## config.mk

```make
export PLATFORM = sky130hd
export DESIGN_NAME = wwc_watchdog_wakeup
export DESIGN_NICKNAME = d
export VERILOG_FILES = /design/src/hdl/wwc_pkg.sv /design/src/hdl/wwc_edge_detect.sv /design/src/hdl/wwc_wdt_counter.sv /design/src/hdl/wwc_watchdog_wakeup.sv
export SDC_FILE = /design/constraint.sdc
export NUM_CORES = 1
export LEC_CHECK = 0
export BUFFER_PORTS_ARGS = -buffer_cell sky130_fd_sc_hd__buf_4
export CORE_MARGIN = 1
export CORE_UTILIZATION = 36
export CTS_CLUSTER_SIZE = 20
export DETAILED_ROUTE_END_ITERATION = 10
export PLACE_DENSITY = 0.55
export REMOVE_ABC_BUFFERS = 1
export SYNTH_ARGS = -nofsm -noshare
export SYNTH_HDL_FRONTEND = slang
export SYNTH_SLANG_ARGS = --single-unit
```

## constraint.sdc

```tcl
create_clock -name hclk -period 2.8 [get_ports hclk]
set_input_delay 0.14 -clock hclk [delete_from_list [all_inputs] [get_ports hclk]]
set_output_delay 0.14 -clock hclk [all_outputs]
set_load 0.01 [all_outputs]
```

## src/hdl/wwc_pkg.sv

```systemverilog
// constants, types and helpers shared by the watchdog and wake-up control block
// assumes a single 10 MHz system clock and an AHB-Lite register port
//
// What this block does
// RULE_01: sleep or idle wakes on enabled port A fall, interrupt or watchdog overflow
// RULE_02: deep sleep wakes only on enabled port A fall or time base zero interrupt
// RULE_03: halt sets power-down flag; power-up or clear-watchdog clears it
// RULE_04: overflow wake sets timeout flag, clears only program counter and stack pointer
// RULE_05: each port A pin has its own wake enable for falling edges
// RULE_06: pin wake resumes after halt from sleep or idle, restarts at zero from deep sleep
// RULE_07: disabled interrupt or full stack wake resumes after halt, request stays pending
// RULE_08: enabled interrupt with free stack level takes normal interrupt response
// RULE_09: time base zero wake from deep sleep restarts at address zero
// RULE_10: interrupt already requesting at low-power entry cannot wake from that mode
// RULE_11: watchdog counts only the low-speed 32kHz rc clock
// RULE_12: timeout select picks 2^8,10,12,14,15,16,17,18 low-speed clock periods
// RULE_13: always-enabled option runs watchdog for both valid key values
// RULE_14: register-controlled option stops on 10101 and runs on 01010
// RULE_15: any other key value resets device after delay and sets key reset flag
// RULE_16: power-on loads key 01010 and select 011, control reads 0x53
// RULE_17: key reset sets key reset flag bit 0; only software write of 0 clears
// RULE_18: overflow in normal running gives full device reset and sets timeout flag
// RULE_19: watchdog counter cleared by key reset, clear-watchdog or halt
// RULE_20: software must clear the watchdog before the selected period elapses
// RULE_21: on halt, deep sleep select and idle clock enables choose the mode
// RULE_22: entering low power clears watchdog, then it counts if enabled
// RULE_23: 18-bit up-counter overflows when the selected power-of-two bit sets

package wwc_pkg;

  // ==========================================================
  // register map
  localparam logic [7:0] ADDR_WATCHDOG_CONTROL  = 8'h00;
  localparam logic [7:0] ADDR_RESET_CAUSE_FLAGS = 8'h04;
  localparam logic [7:0] ADDR_PORT_A_WAKE       = 8'h08;
  localparam logic [7:0] ADDR_POWER_CONTROL     = 8'h0c;
  localparam logic [7:0] ADDR_STATUS            = 8'h10;

  // ==========================================================
  // fields and reset values
  localparam int          KEY_LSB          = 3;
  localparam int          SEL_LSB          = 0;
  localparam logic [4:0]  KEY_RUN          = 5'h0a;
  localparam logic [4:0]  KEY_STOP         = 5'h15;
  localparam logic [7:0]  WDC_RESET        = 8'h53;
  localparam logic [3:0]  FLAGS_RESET      = 4'h0;
  localparam int          FLAG_WATCHDOG    = 0;
  localparam logic [7:0]  WAKE_EN_RESET    = 8'h00;
  localparam int          PWR_DEEP         = 0;
  localparam int          PWR_FAST_IDLE    = 1;
  localparam int          PWR_SLOW_IDLE    = 2;
  localparam logic [2:0]  PWR_RESET        = 3'h0;
  localparam int          STAT_PDF         = 0;
  localparam int          STAT_TO          = 1;
  localparam int          STAT_RUNNING     = 2;
  localparam int          STAT_MODE_LSB    = 4;
  localparam int          WDT_WIDTH        = 18;

  // ==========================================================
  // timing
  localparam int          CLK_PERIOD_NS      = 100;
  localparam int          KEY_RESET_DELAY_NS = 20000;
  localparam int          KEY_RESET_CYCLES   =
    (KEY_RESET_DELAY_NS + CLK_PERIOD_NS - 1) / CLK_PERIOD_NS;

  // gray order along run -> idle0 -> idle1 -> idle2 -> sleep -> deep sleep
  typedef enum logic [2:0] {
    MODE_RUN   = 3'h0,
    MODE_IDLE0 = 3'h1,
    MODE_IDLE1 = 3'h3,
    MODE_IDLE2 = 3'h2,
    MODE_SLEEP = 3'h6,
    MODE_DEEP  = 3'h7
  } wwc_mode_t;

  // counter bit whose setting marks the selected period
  function automatic logic [4:0] wwc_tap(input logic [2:0] sel);
    logic [4:0] tap;
    case (sel)
      3'h0:    tap = 5'h08;
      3'h1:    tap = 5'h0a;
      3'h2:    tap = 5'h0c;
      3'h3:    tap = 5'h0e;
      3'h4:    tap = 5'h0f;
      3'h5:    tap = 5'h10;
      3'h6:    tap = 5'h11;
      default: tap = 5'h12;
    endcase
    return tap;
  endfunction : wwc_tap

endpackage : wwc_pkg

```

## src/hdl/wwc_edge_detect.sv

```systemverilog
// rising and falling edge detector for a group of synchronous inputs
// assumes inputs already synchronous to hclk
`timescale 1ns/10ps

module wwc_edge_detect #(
  parameter int W = 1
) (
  input  wire logic         hclk,
  input  wire logic         hresetn,
  input  wire logic         ce,
  input  wire logic [W-1:0] d,
  output logic      [W-1:0] rise,
  output logic      [W-1:0] fall
);
  logic [W-1:0] prev;

  always_ff @(posedge hclk or negedge hresetn) begin
    if (!hresetn) begin
      prev <= '1;
    end else if (ce) begin
      prev <= d;
    end
  end

  // held high at reset so nothing pulled high looks like a fall
  assign rise = ce ? (d & ~prev) : '0;
  assign fall = ce ? (~d & prev) : '0;

endmodule : wwc_edge_detect

```

## src/hdl/wwc_wdt_counter.sv

```systemverilog
// watchdog up-counter advanced by low-speed clock ticks
// assumes tick is a one-cycle pulse per low-speed clock rising edge
`timescale 1ns/10ps

module wwc_wdt_counter
  import wwc_pkg::*;
(
  input  wire logic                 hclk,
  input  wire logic                 hresetn,
  input  wire logic                 ce,
  input  wire logic                 tick,
  input  wire logic                 clear,
  input  wire logic                 run,
  input  wire logic [2:0]           sel,
  output logic                      overflow,
  output logic      [WDT_WIDTH-1:0] count
);
  logic [WDT_WIDTH:0]   next_count;
  logic [4:0]           tap;

  assign tap        = wwc_tap(sel);                                    // RULE_12
  assign next_count = {1'b0, count} + {{WDT_WIDTH{1'b0}}, 1'b1};       // RULE_23
  assign overflow   = ce && run && tick && !clear && next_count[tap];  // RULE_23

  always_ff @(posedge hclk or negedge hresetn) begin
    if (!hresetn) begin
      count <= '0;
    end else if (ce) begin
      if (clear || overflow) begin
        count <= '0;                                                   // RULE_19
      end else if (run && tick) begin
        count <= next_count[WDT_WIDTH-1:0];                            // RULE_11
      end
    end
  end

endmodule : wwc_wdt_counter

```

## src/hdl/wwc_watchdog_wakeup.sv

```systemverilog
// watchdog timer with keyed enable, reset-cause flags and low-power wake-up control
// assumes cpu events arrive as one-cycle pulses synchronous to hclk, hresetn is power-on
// reset, and the low-speed rc clock is sampled as an ordinary synchronous input
//
// Local design decisions: the AHB-Lite register port and the register offsets.
`timescale 1ns/10ps

module wwc_watchdog_wakeup
  import wwc_pkg::*;
(
  input  wire logic        hclk,
  input  wire logic        hresetn,
  input  wire logic        ce,
  // ahb-lite slave
  input  wire logic        hsel,
  input  wire logic [7:0]  haddr,
  input  wire logic [1:0]  htrans,
  input  wire logic        hwrite,
  input  wire logic [2:0]  hsize,
  input  wire logic        hready,
  input  wire logic [31:0] hwdata,
  output logic      [31:0] hrdata,
  output logic             hreadyout,
  output logic             hresp,
  // configuration option and clocks
  input  wire logic        cfg_watchdog_always_on,
  input  wire logic        low_speed_rc_clock,
  // cpu side
  input  wire logic        halt_exec,
  input  wire logic        clear_watchdog_exec,
  input  wire logic [7:0]  irq_request,
  input  wire logic [7:0]  irq_enable,
  input  wire logic        stack_full,
  input  wire logic        time_base_zero_irq,
  input  wire logic [7:0]  port_a_pins,
  // results
  output wwc_mode_t        low_power_mode,
  output logic             cpu_halted,
  output logic             device_reset_req,
  output logic             pc_sp_clear,
  output logic             wake_resume_next,
  output logic             wake_restart_zero,
  output logic             wake_irq_service,
  output logic             power_down_flag,
  output logic             timeout_flag,
  output logic             watchdog_running
);

  // ==========================================================
  // registers and state
  logic [7:0]  watchdog_control;
  logic [3:0]  reset_cause_flags;
  logic [7:0]  port_a_wake_enable;
  logic [2:0]  power_control;
  logic [7:0]  irq_armed;
  logic        tb0_armed;
  logic        key_pending;
  logic [15:0] key_delay;

  // ==========================================================
  // bus decode
  logic        addr_phase;
  logic        dphase_write;
  logic [7:0]  dphase_addr;
  logic        wr_control;
  logic        wr_flags;
  logic        wr_wake_en;
  logic        wr_power;
  logic [31:0] read_mux;

  assign hreadyout  = ce;
  assign hresp      = 1'b0;
  assign addr_phase = hsel && htrans[1] && hready && ce;
  assign wr_control = dphase_write && (dphase_addr == ADDR_WATCHDOG_CONTROL);
  assign wr_flags   = dphase_write && (dphase_addr == ADDR_RESET_CAUSE_FLAGS);
  assign wr_wake_en = dphase_write && (dphase_addr == ADDR_PORT_A_WAKE);
  assign wr_power   = dphase_write && (dphase_addr == ADDR_POWER_CONTROL);

  // ==========================================================
  // edges of sampled inputs
  logic [7:0] pa_fall;
  logic [8:0] irq_rise;
  logic       low_speed_rc_osc_tick;

  wwc_edge_detect #(.W(8)) u_port_a_edges (
    .hclk    (hclk),
    .hresetn (hresetn),
    .ce      (ce),
    .d       (port_a_pins),
    .rise    (),
    .fall    (pa_fall)
  );

  wwc_edge_detect #(.W(9)) u_irq_edges (
    .hclk    (hclk),
    .hresetn (hresetn),
    .ce      (ce),
    .d       ({time_base_zero_irq, irq_request}),
    .rise    (irq_rise),
    .fall    ()
  );

  wwc_edge_detect #(.W(1)) u_low_speed_rc_osc_edge (
    .hclk    (hclk),
    .hresetn (hresetn),
    .ce      (ce),
    .d       (low_speed_rc_clock),
    .rise    (low_speed_rc_osc_tick),                                             // RULE_11
    .fall    ()
  );

  // ==========================================================
  // key decode and watchdog enable
  logic [4:0] key;
  logic [2:0] sel;
  logic       key_valid;
  logic       key_fire;

  assign key       = watchdog_control[KEY_LSB +: 5];
  assign sel       = watchdog_control[SEL_LSB +: 3];
  assign key_valid = (key == KEY_RUN) || (key == KEY_STOP);
  // the option forces running for either valid key; register mode obeys the key
  assign watchdog_running = cfg_watchdog_always_on ? key_valid      // RULE_13
                                                   : (key == KEY_RUN); // RULE_14
  assign key_fire  = key_pending && (key_delay == 16'h0000);          // RULE_15

  // ==========================================================
  // mode choice on halt
  wwc_mode_t  halt_target;
  logic [1:0] idle_bits;

  assign idle_bits = {power_control[PWR_FAST_IDLE], power_control[PWR_SLOW_IDLE]};
  always_comb begin
    if (power_control[PWR_DEEP]) begin
      halt_target = MODE_DEEP;                                         // RULE_21
    end else begin
      case (idle_bits)
        2'b00:   halt_target = MODE_SLEEP;
        2'b01:   halt_target = MODE_IDLE0;
        2'b11:   halt_target = MODE_IDLE1;
        2'b10:   halt_target = MODE_IDLE2;
        default: halt_target = MODE_SLEEP;
      endcase
    end
  end

  // ==========================================================
  // watchdog counter
  logic wdt_clear;
  logic wdt_overflow;
  logic halt_take;

  assign halt_take = ce && halt_exec && (low_power_mode == MODE_RUN);
  // halt clears and restarts it so low-power periods are measured afresh
  assign wdt_clear = halt_take || (ce && clear_watchdog_exec) || key_fire; // RULE_19 RULE_22

  wwc_wdt_counter u_wdt (
    .hclk     (hclk),
    .hresetn  (hresetn),
    .ce       (ce),
    .tick     (low_speed_rc_osc_tick),
    .clear    (wdt_clear),
    .run      (watchdog_running),                                     // RULE_22
    .sel      (sel),
    .overflow (wdt_overflow),
    .count    ()
  );

  // ==========================================================
  // wake decisions
  logic       lp;
  logic       deep;
  logic       pin_wake;
  logic [7:0] irq_new;
  logic       tb0_new;
  logic       irq_takes;
  logic       wake_any;

  assign lp        = (low_power_mode != MODE_RUN);
  assign deep      = (low_power_mode == MODE_DEEP);
  assign pin_wake  = lp && |(pa_fall & port_a_wake_enable);           // RULE_05
  assign irq_new   = irq_rise[7:0] & irq_armed;                       // RULE_10
  assign tb0_new   = irq_rise[8] && tb0_armed;                        // RULE_10
  assign irq_takes = |(irq_new & irq_enable) && !stack_full;          // RULE_08

  logic next_resume;
  logic next_restart;
  logic next_service;
  logic next_pcsp;
  logic next_reset;

  always_comb begin
    next_resume  = 1'b0;
    next_restart = 1'b0;
    next_service = 1'b0;
    next_pcsp    = 1'b0;
    next_reset   = key_fire;                                           // RULE_15
    if (deep) begin
      if (pin_wake || tb0_new) begin
        next_restart = 1'b1;                                           // RULE_02 RULE_06 RULE_09
      end
    end else if (lp) begin
      if (pin_wake) begin
        next_resume = 1'b1;                                            // RULE_01 RULE_06
      end else if (wdt_overflow) begin
        next_pcsp = 1'b1;                                              // RULE_01 RULE_04
      end else if (|irq_new) begin
        next_service = irq_takes;                                      // RULE_08
        next_resume  = !irq_takes;                                     // RULE_07
      end
    end else if (wdt_overflow) begin
      next_reset = 1'b1;                                               // RULE_18
    end
  end

  // a deep sleep wake restarts from zero and is signalled as such, not as resume
  assign wake_any = next_resume || next_restart || next_service || next_pcsp;

  // ==========================================================
  // bus registers
  always_ff @(posedge hclk or negedge hresetn) begin
    if (!hresetn) begin
      dphase_write <= 1'b0;
      dphase_addr  <= 8'h00;
    end else if (ce) begin
      dphase_write <= addr_phase && hwrite;
      dphase_addr  <= haddr;
    end
  end

  always_comb begin
    case (haddr)
      ADDR_WATCHDOG_CONTROL:  read_mux = {24'h0000_00, watchdog_control};
      ADDR_RESET_CAUSE_FLAGS: read_mux = {28'h000_0000, reset_cause_flags};
      ADDR_PORT_A_WAKE:       read_mux = {24'h0000_00, port_a_wake_enable};
      ADDR_POWER_CONTROL:     read_mux = {29'h0000_0000, power_control};
      ADDR_STATUS:            read_mux = {25'h000_0000, low_power_mode, 1'b0,
                                          watchdog_running, timeout_flag,
                                          power_down_flag};
      default:                read_mux = 32'h0000_0000;
    endcase
  end

  always_ff @(posedge hclk or negedge hresetn) begin
    if (!hresetn) begin
      hrdata <= 32'h0000_0000;
    end else if (ce) begin
      hrdata <= (addr_phase && !hwrite) ? read_mux : 32'h0000_0000;
    end
  end

  always_ff @(posedge hclk or negedge hresetn) begin
    if (!hresetn) begin
      watchdog_control   <= WDC_RESET;                                 // RULE_16
      port_a_wake_enable <= WAKE_EN_RESET;
      power_control      <= PWR_RESET;
    end else if (ce) begin
      if (key_fire) begin
        watchdog_control <= WDC_RESET;
      end else if (wr_control) begin
        watchdog_control <= hwdata[7:0];
      end
      if (wr_wake_en) begin
        port_a_wake_enable <= hwdata[7:0];
      end
      if (wr_power) begin
        power_control <= hwdata[2:0];
      end
    end
  end

  // set beats a same-cycle software clear
  always_ff @(posedge hclk or negedge hresetn) begin
    if (!hresetn) begin
      reset_cause_flags <= FLAGS_RESET;
    end else if (ce) begin
      if (wr_flags) begin
        reset_cause_flags <= hwdata[3:0];
      end
      if (key_fire) begin
        reset_cause_flags[FLAG_WATCHDOG] <= 1'b1;                      // RULE_17
      end
    end
  end

  // ==========================================================
  // key reset delay: once started it runs out even if the key is repaired
  always_ff @(posedge hclk or negedge hresetn) begin
    if (!hresetn) begin
      key_pending <= 1'b0;
      key_delay   <= 16'h0000;
    end else if (ce) begin
      if (key_fire) begin
        key_pending <= 1'b0;
      end else if (!key_pending && !key_valid) begin
        key_pending <= 1'b1;                                           // RULE_15
        key_delay   <= 16'(KEY_RESET_CYCLES - 1);
      end else if (key_pending) begin
        key_delay   <= key_delay - 16'h0001;
      end
    end
  end

  // ==========================================================
  // mode, arming and status flags
  always_ff @(posedge hclk or negedge hresetn) begin
    if (!hresetn) begin
      low_power_mode <= MODE_RUN;
      irq_armed      <= 8'h00;
      tb0_armed      <= 1'b0;
    end else if (ce) begin
      if (halt_take) begin
        low_power_mode <= halt_target;                                 // RULE_21
        irq_armed      <= ~irq_request;                                // RULE_10
        tb0_armed      <= ~time_base_zero_irq;
      end else if (wake_any || next_reset) begin
        low_power_mode <= MODE_RUN;
      end
    end
  end

  always_ff @(posedge hclk or negedge hresetn) begin
    if (!hresetn) begin
      power_down_flag <= 1'b0;                                         // RULE_03
      timeout_flag    <= 1'b0;
    end else if (ce) begin
      if (halt_take) begin
        power_down_flag <= 1'b1;                                       // RULE_03
        timeout_flag    <= 1'b0;
      end else if (clear_watchdog_exec) begin
        power_down_flag <= 1'b0;                                       // RULE_03
        timeout_flag    <= 1'b0;
      end
      // overflow keeps the power-down flag; only timeout changes
      if (wdt_overflow && !deep) begin
        timeout_flag <= 1'b1;                                          // RULE_04 RULE_18
      end
    end
  end

  // ==========================================================
  // registered result pulses
  always_ff @(posedge hclk or negedge hresetn) begin
    if (!hresetn) begin
      device_reset_req  <= 1'b0;
      pc_sp_clear       <= 1'b0;
      wake_resume_next  <= 1'b0;
      wake_restart_zero <= 1'b0;
      wake_irq_service  <= 1'b0;
    end else if (ce) begin
      device_reset_req  <= next_reset;
      pc_sp_clear       <= next_pcsp;                                  // RULE_04
      wake_resume_next  <= next_resume;
      wake_restart_zero <= next_restart;
      wake_irq_service  <= next_service;
    end
  end

  assign cpu_halted = lp;

endmodule : wwc_watchdog_wakeup

```

Word-level counts from Yosys, hierarchy flattened
Cells that the tools add are included.
{"block": "totals", "reg_bits": 136, "input_bits": 81, "out_inout_bits": 46, "word_cells": 173}
{"block": "classes", "addsub": 2, "magnitude_cmp": 1, "eq_ne": 19, "muxes": 46, "bitwise_logic": 12, "reduce_logical": 69}
{"op": "one-hot mux 8 bit (5 select lines)", "n": 1}
{"op": "two-way mux 18 bit", "n": 2}
{"op": "one-hot mux 5 bit (7 select lines)", "n": 1}
{"op": "AND 8 bit", "n": 4}
{"op": "equality test 8 x 4 -> 1 bit, second input constant", "n": 4}
{"op": "two-way mux 16 bit", "n": 2}
{"op": "two-way mux 32 bit", "n": 1}
{"op": "two-way mux 1 bit", "n": 30}
{"op": "two-way mux 8 bit", "n": 3}
{"op": "OR reduction 8 bit", "n": 3}
{"op": "logical AND 1 bit", "n": 23}
{"op": "AND reduction 2 bit", "n": 11}
{"op": "adder 18 x 1 -> 19 bit, second input constant", "n": 1}
{"op": "equality test 8 x 3 -> 1 bit, second input constant", "n": 2}
{"op": "zero test 16 bit", "n": 1}
{"op": "zero test 8 bit", "n": 2}
{"op": "inverter 8 bit", "n": 2}
{"op": "subtractor 16 x 1 -> 16 bit, second input constant", "n": 1}
{"op": "nonzero test 2 bit", "n": 7}
{"op": "equality test 3 bit, second input constant", "n": 4}
{"op": "one-hot mux 3 bit (4 select lines)", "n": 1}
{"op": "AND 9 bit", "n": 1}
{"op": "logical OR 1 bit", "n": 9}
{"op": "two-way mux 3 bit", "n": 3}
{"op": "18 further kinds", "n": 30}

Longest topological paths before layout
{"block": "depth", "ltp_word": 19, "ltp_mapped": 11, "mapped_depth_nobuf": 9}

By module
From an unflattened synthesis, not the netlist that was laid out.
{"block": "unflattened", "hier_cells": 608, "hier_area_um2": 6316.1}
{"mod": "wwc_watchdog_wakeup", "instances": 1, "cells_per_inst": 390, "area_per_inst_um2": 3966.3, "seq_area_each_um2": 1906.8}
{"mod": "wwc_wdt_counter", "instances": 1, "cells_per_inst": 140, "area_per_inst_um2": 1267.5, "seq_area_each_um2": 450.4}
{"mod": "wwc_edge_detect (u_irq_edges)", "instances": 1, "cells_per_inst": 39, "area_per_inst_um2": 534.3, "seq_area_each_um2": 236.5}
{"mod": "wwc_edge_detect (u_port_a_edges)", "instances": 1, "cells_per_inst": 35, "area_per_inst_um2": 486.7, "seq_area_each_um2": 210.2}
{"mod": "wwc_edge_detect (u_low_speed_rc_osc_edge)", "instances": 1, "cells_per_inst": 4, "area_per_inst_um2": 61.3, "seq_area_each_um2": 26.3}

Least setup slack after synthesis
OpenSTA, ideal clock, no wires.
{"block": "synth_path", "kind": "flip-flop to flip-flop", "from": "register u_wdt.count[0]", "to": "register u_wdt.count[13]", "setup_time_ns": 0.118, "t_arrival_ns": 2.251, "required_time_ns": 2.682, "slack_ns": 0.431, "stages_incl_launch_ff": 12, "n_path_buf": 2, "synth_period_minus_slack_ns": 2.369, "path_cell_list": "dfrtp_1 ha_1 nand4_2 or2_1 buf_6 or4_1 a21oi_1 nor4_1 a31oi_4 buf_6 a21oi_1 a21o_1"}
{"block": "synth_between", "elab_chain_cells": 7, "word_cells_on_any_way": 9, "cone_classes": "add/sub (1); mux (4); reduce/logical (4)"}
{"item": "from (decl)", "line_no": "wwc_wdt_counter.sv:16", "source": "output logic [WDT_WIDTH-1:0] count"}
{"item": "from (signal assigned)", "line_no": "wwc_wdt_counter.sv:32", "source": "count <= next_count[WDT_WIDTH-1:0];"}
{"item": "adder 18 x 1 -> 19 bit *", "line_no": "wwc_wdt_counter.sv:22", "source": "assign next_count = {1'b0, count} + {{WDT_WIDTH{1'b0}}, 1'b1};"}
{"item": "binary-select mux 1 bit (select 5 bit)", "line_no": "wwc_wdt_counter.sv:23", "source": "assign overflow = ce && run && tick && !clear && next_count[tap];"}
{"item": "two-way mux 1 bit (not written as such)", "line_no": "wwc_wdt_counter.sv:23"}
{"item": "logical AND 1 bit", "line_no": "wwc_wdt_counter.sv:23"}
{"item": "logical OR 1 bit", "line_no": "wwc_wdt_counter.sv:29", "source": "if (clear || overflow) begin"}
{"item": "nonzero test 2 bit (no line)"}
{"item": "AND reduction 2 bit (no line)"}
Every way passes the cells marked *; elsewhere a longest branch is shown, timed or not. The select of a mux whose other input is x is not followed.
A chain may end at the register's enable or synchronous reset.

Worst setup path in the final report
{"block": "layout_path", "from": "register watchdog_control[6]", "to": "register low_power_mode[2]"}
{"block": "layout_between", "elab_chain_cells": 17, "word_cells_on_any_way": 29, "cone_classes": "eq/ne (2); mux (16); reduce/logical (11)"}
{"item": "from (decl)", "line_no": "wwc_watchdog_wakeup.sv:51", "source": "logic [7:0] watchdog_control;"}
{"item": "from (signal assigned)", "line_no": "wwc_watchdog_wakeup.sv:261", "source": "watchdog_control <= hwdata[7:0];"}
{"item": "equality test 5 x 4 -> 1 bit / equality test 5 bit (equally long branches)", "line_no": "wwc_watchdog_wakeup.sv:121, wwc_watchdog_wakeup.sv:124"}
{"item": "logical OR 1 bit", "line_no": "wwc_watchdog_wakeup.sv:121", "source": "assign key_valid = (key == KEY_RUN) || (key == KEY_STOP);"}
{"item": "two-way mux 1 bit *", "line_no": "wwc_watchdog_wakeup.sv:123", "source": "assign watchdog_running = cfg_watchdog_always_on ? key_valid"}
{"item": "logical AND 1 bit * (4 in a row)", "line_no": "wwc_wdt_counter.sv:23"}
{"item": "two-way mux 1 bit", "line_no": "wwc_watchdog_wakeup.sv:205", "source": "end else if (wdt_overflow) begin"}
{"item": "two-way mux 1 bit", "line_no": "wwc_watchdog_wakeup.sv:203", "source": "if (pin_wake) begin"}
{"item": "two-way mux 1 bit", "line_no": "wwc_watchdog_wakeup.sv:202", "source": "end else if (lp) begin"}
{"item": "two-way mux 1 bit", "line_no": "wwc_watchdog_wakeup.sv:198", "source": "if (deep) begin"}
{"item": "logical OR 1 bit (3 in a row)", "line_no": "wwc_watchdog_wakeup.sv:217", "source": "assign wake_any = next_resume || next_restart || next_service || next_pcsp;"}
{"item": "logical OR 1 bit *", "line_no": "wwc_watchdog_wakeup.sv:316", "source": "end else if (wake_any || next_reset) begin"}
{"item": "nonzero test 2 bit (no line) *"}
{"item": "AND reduction 2 bit (no line) *"}
{"item": "to (signal assigned)", "line_no": "wwc_watchdog_wakeup.sv:313", "source": "low_power_mode <= halt_target;"}
{"item": "to (decl)", "line_no": "wwc_watchdog_wakeup.sv:37", "source": "output wwc_mode_t low_power_mode,"}
Every way passes the cells marked *; elsewhere a longest branch is shown, timed or not.

==> run summary <==
largest buffer count on any clock path -> 2
clk_lat worst skew -> 0.36 ns
Final Max Tran Viols -> 0
Core ar. -> 0.01594 mm^2
Sink Count -> 112
Die H -> 129.9 um
Tcrit/Tclk final -> 95.87%
met2 usage in global routing -> 29.63%
Most used DFF post-synth -> dfrtp_1
Detailed Place HPWL -> 10.69 mm
CTS tree -> built
Hold Crit Class -> input port to flip-flop
initial antenna violation count -> 0
grt ovf -> 0
DR WL/cell -> 16.47 um
number of vias in the routed layout -> 4,542
pin count of the biggest net entering global routing -> 59
first-pass GRT wire length -> 23.39 mm
PwrDens -> 632.1 mW/mm^2
Post-synth EDFFs -> 0
Post-synth ARST share -> 100.0%
Post-Syn Area per Cell -> 10.60 um^2
Crit Path Max Fanout -> 4
diode count -> 0
synthesis-to-layout area growth -> 21.96%
share of cells above drive strength 1 -> 31.05%
Placer Congestion -> 0.8269
Final Hold Vio Count -> 0
WP data required -> 3.04 ns
drt pass-1 iters -> 4
Arrival @ worst endpoint -> 2.93 ns
top-area cell type share of the netlist area -> 38.27%
relative slew slack -> 28.91%
synthesized instance count -> 555
synthesized flop and latch total -> 112
Via density -> 5.203
most frequent cells in the layout -> 96 x buf_4, 90 x dfrtp_1, 43 x nand2_1, 41 x mux2_2, 40 x nor2_1
Routed Antenna Nets -> 0
leakage power -> 3.224 nW
CP Capture Type -> flip-flop
Max VDD drop -> 0.4085 mV
outcome -> finished, final reports clean
Initial Utilization -> 36.92%
Crit Path Class -> flip-flop to flip-flop
Ports -> 127
achievable clock frequency -> 0.3725 GHz
max cap viols -> 0
Die Area -> 0.01686 mm^2
finished layout cell area -> 0.007178 mm^2
Final #Nets -> 736
most common cell after layout, fill and taps aside -> buf_4
register area share after synthesis -> 48.09%
Total Routing Usage GR -> 18.22%
CP Launch Type -> flip-flop
post-synthesis instance area -> 0.005886 mm^2
RSZ-0062 raised after global routing -> yes
met1 Use GR -> 24.59%
Synth area leader -> dfrtp_1
Setup Skew -> 0.006318 ns
number of remaining DRC errors -> 0
row cnt -> 46
Power Total -> 4.538 mW
synth top area cells -> dfrtp_1 38%, dfstp_2 9.8%, mux2_2 7.8%
total routed wirelength -> 14.38 mm
Clk pin slew, worst setup/hold paths -> 0.07 ns
M3 GR Usage -> 2.542%
Ys Warns -> 0
Post-Place Cell Area -> 0.006688 mm^2
crit path time final -> 2.684 ns
Die W -> 129.9 um
vias in the first global route -> 4,444
CTS root buffer -> clkbuf_16
GR peak layer -> met2
H-tree levels -> 3
Port-buffer cells -> 73
Setup Viol. Count Final -> 0
Distinct cells, synth -> 75
DR iter-0 viols -> 252
Worst-Margin Slew -> 1.057 ns
CTS buffer count -> 9
[what timing repair did]
item                       CTS  global route
setup endpoints to repair    0             5
resized for setup            0             4
hold endpoints to repair    62             0
hold buffers                12             0
setup buffers                0             0
[where the power goes]
part | switching (mW) | total (mW) | internal, mW
clock network | 0.611 | 1.52 | 0.906
logic | 0.468 | 0.900 | 0.432
registers | 0.209 | 2.12 | 1.91
[sequential cells by signal (all words and copies together) (netlist names), 3 cells and up]
name	flops
port_a_wake_enable	8
u_port_a_edges.prev	8
key_delay	16
power_control	3
u_wdt.count	18
low_power_mode	3
u_irq_edges.prev	9
dphase_addr	8
hrdata	8
irq_armed	8
watchdog_control	8
reset_cause_flags	4
[cells in the mapped netlist, drive strengths merged (3+ instances only)]
master	n
a21o	10
a21oi	19
a222oi	5
a22o	8
a22oi	3
a311oi	3
a31oi	5
a32o	3
a41oi	4
and2	4
and3	6
and3b	8
and4b	5
buf	34
clkbuf	13
dfrtp	90
dfstp	22
ha	3
inv	16
mux2	41
nand2	45
nand2b	3
nand3	8
nand3b	6
nand4	8
nor2	41
nor3	17
nor3b	4
nor4	10
o21ai	33
o21bai	3
o22a	4
o2bb2ai	9
or3	7
or4	6
xnor2	11
xor2	7
[worst max-delay path, stage by stage, from the launching register on]
cell,delay [ns]
dfstp_2,0.56
nor4b_1,0.33
a21o_1,0.29
nand4b_1,0.19
a2111o_1,0.48
a21oi_2,0.25
o22ai_1,0.17
a32o_1,0.29
[routing by layer]
| layer | vias up | wire length (um) |
|---|---|---|
| met5 | - | 0 |
| met2 | 91 | 7040 |
| met3 | 17 | 471 |
| met1 | 2235 | 6627 |
| li1 | 2199 | - |
| met4 | 0 | 239 |
[layout make-up]
type | count | area [um^2]
fillers | 1520 | 8765
well taps | 216 | 270.3
flip-flops and latches | 112 | 2830
clock buffers | 10 | 239.0
multi-input cells | 403 | 2799
inverters | 17 | 63.81
clock inverters | 6 | 115.1
repair buffers | 109 | 860.8
[stage by stage]
step           setup slack [ns]    TNS, ns  util [%]  std cells  hold slack [ns]
6_report                 0.1156          0     45.02        873         0.008604
5_1_grt                -0.02130   -0.02569     45.02        873         0.006309
4_1_cts                  0.1386          0     44.92        873         0.001232
3_5_place_dp             0.1686          0     41.95        845           0.2606
3_3_place_gp             0.1719          0     41.95        845           0.2513
2_1_floorplan         -0.004139  -0.008162         -        532          -0.1556
[kinds of logic (layout without fill, tap and decap cells)]
kind of cell	Yosys count	count (layout)	synth area share [%]
AO/OA/AOI/OAI	126	126	15.84
XOR/XNOR	18	18	2.679
adder cells (fa/ha/maj)	3	3	0.6378
buffers and inverters	64	142	6.165
flip-flops	112	112	48.09
multiplexers	43	43	8.397
other	1	25	0.06371
AND/OR/NAND/NOR	188	188	18.13
[final timing paths]
check                                    startpoint                   to  slack [ns]  cells after the start
max in group asynchronous                   hresetn  u_irq_edges.prev[1]        1.61                      3
worst max-delay path            watchdog_control[6]    low_power_mode[2]        0.12                      7
min in group asynchronous                   hresetn            hrdata[7]        0.38                      2
worst min-delay path                      hwdata[7]  watchdog_control[7]       0.009                      2
worst min register to register  u_irq_edges.prev[1]  u_irq_edges.prev[1]        0.48                      2
worst max register to register  watchdog_control[6]    low_power_mode[2]        0.12                      7
Power figures use the tool's default switching activity.
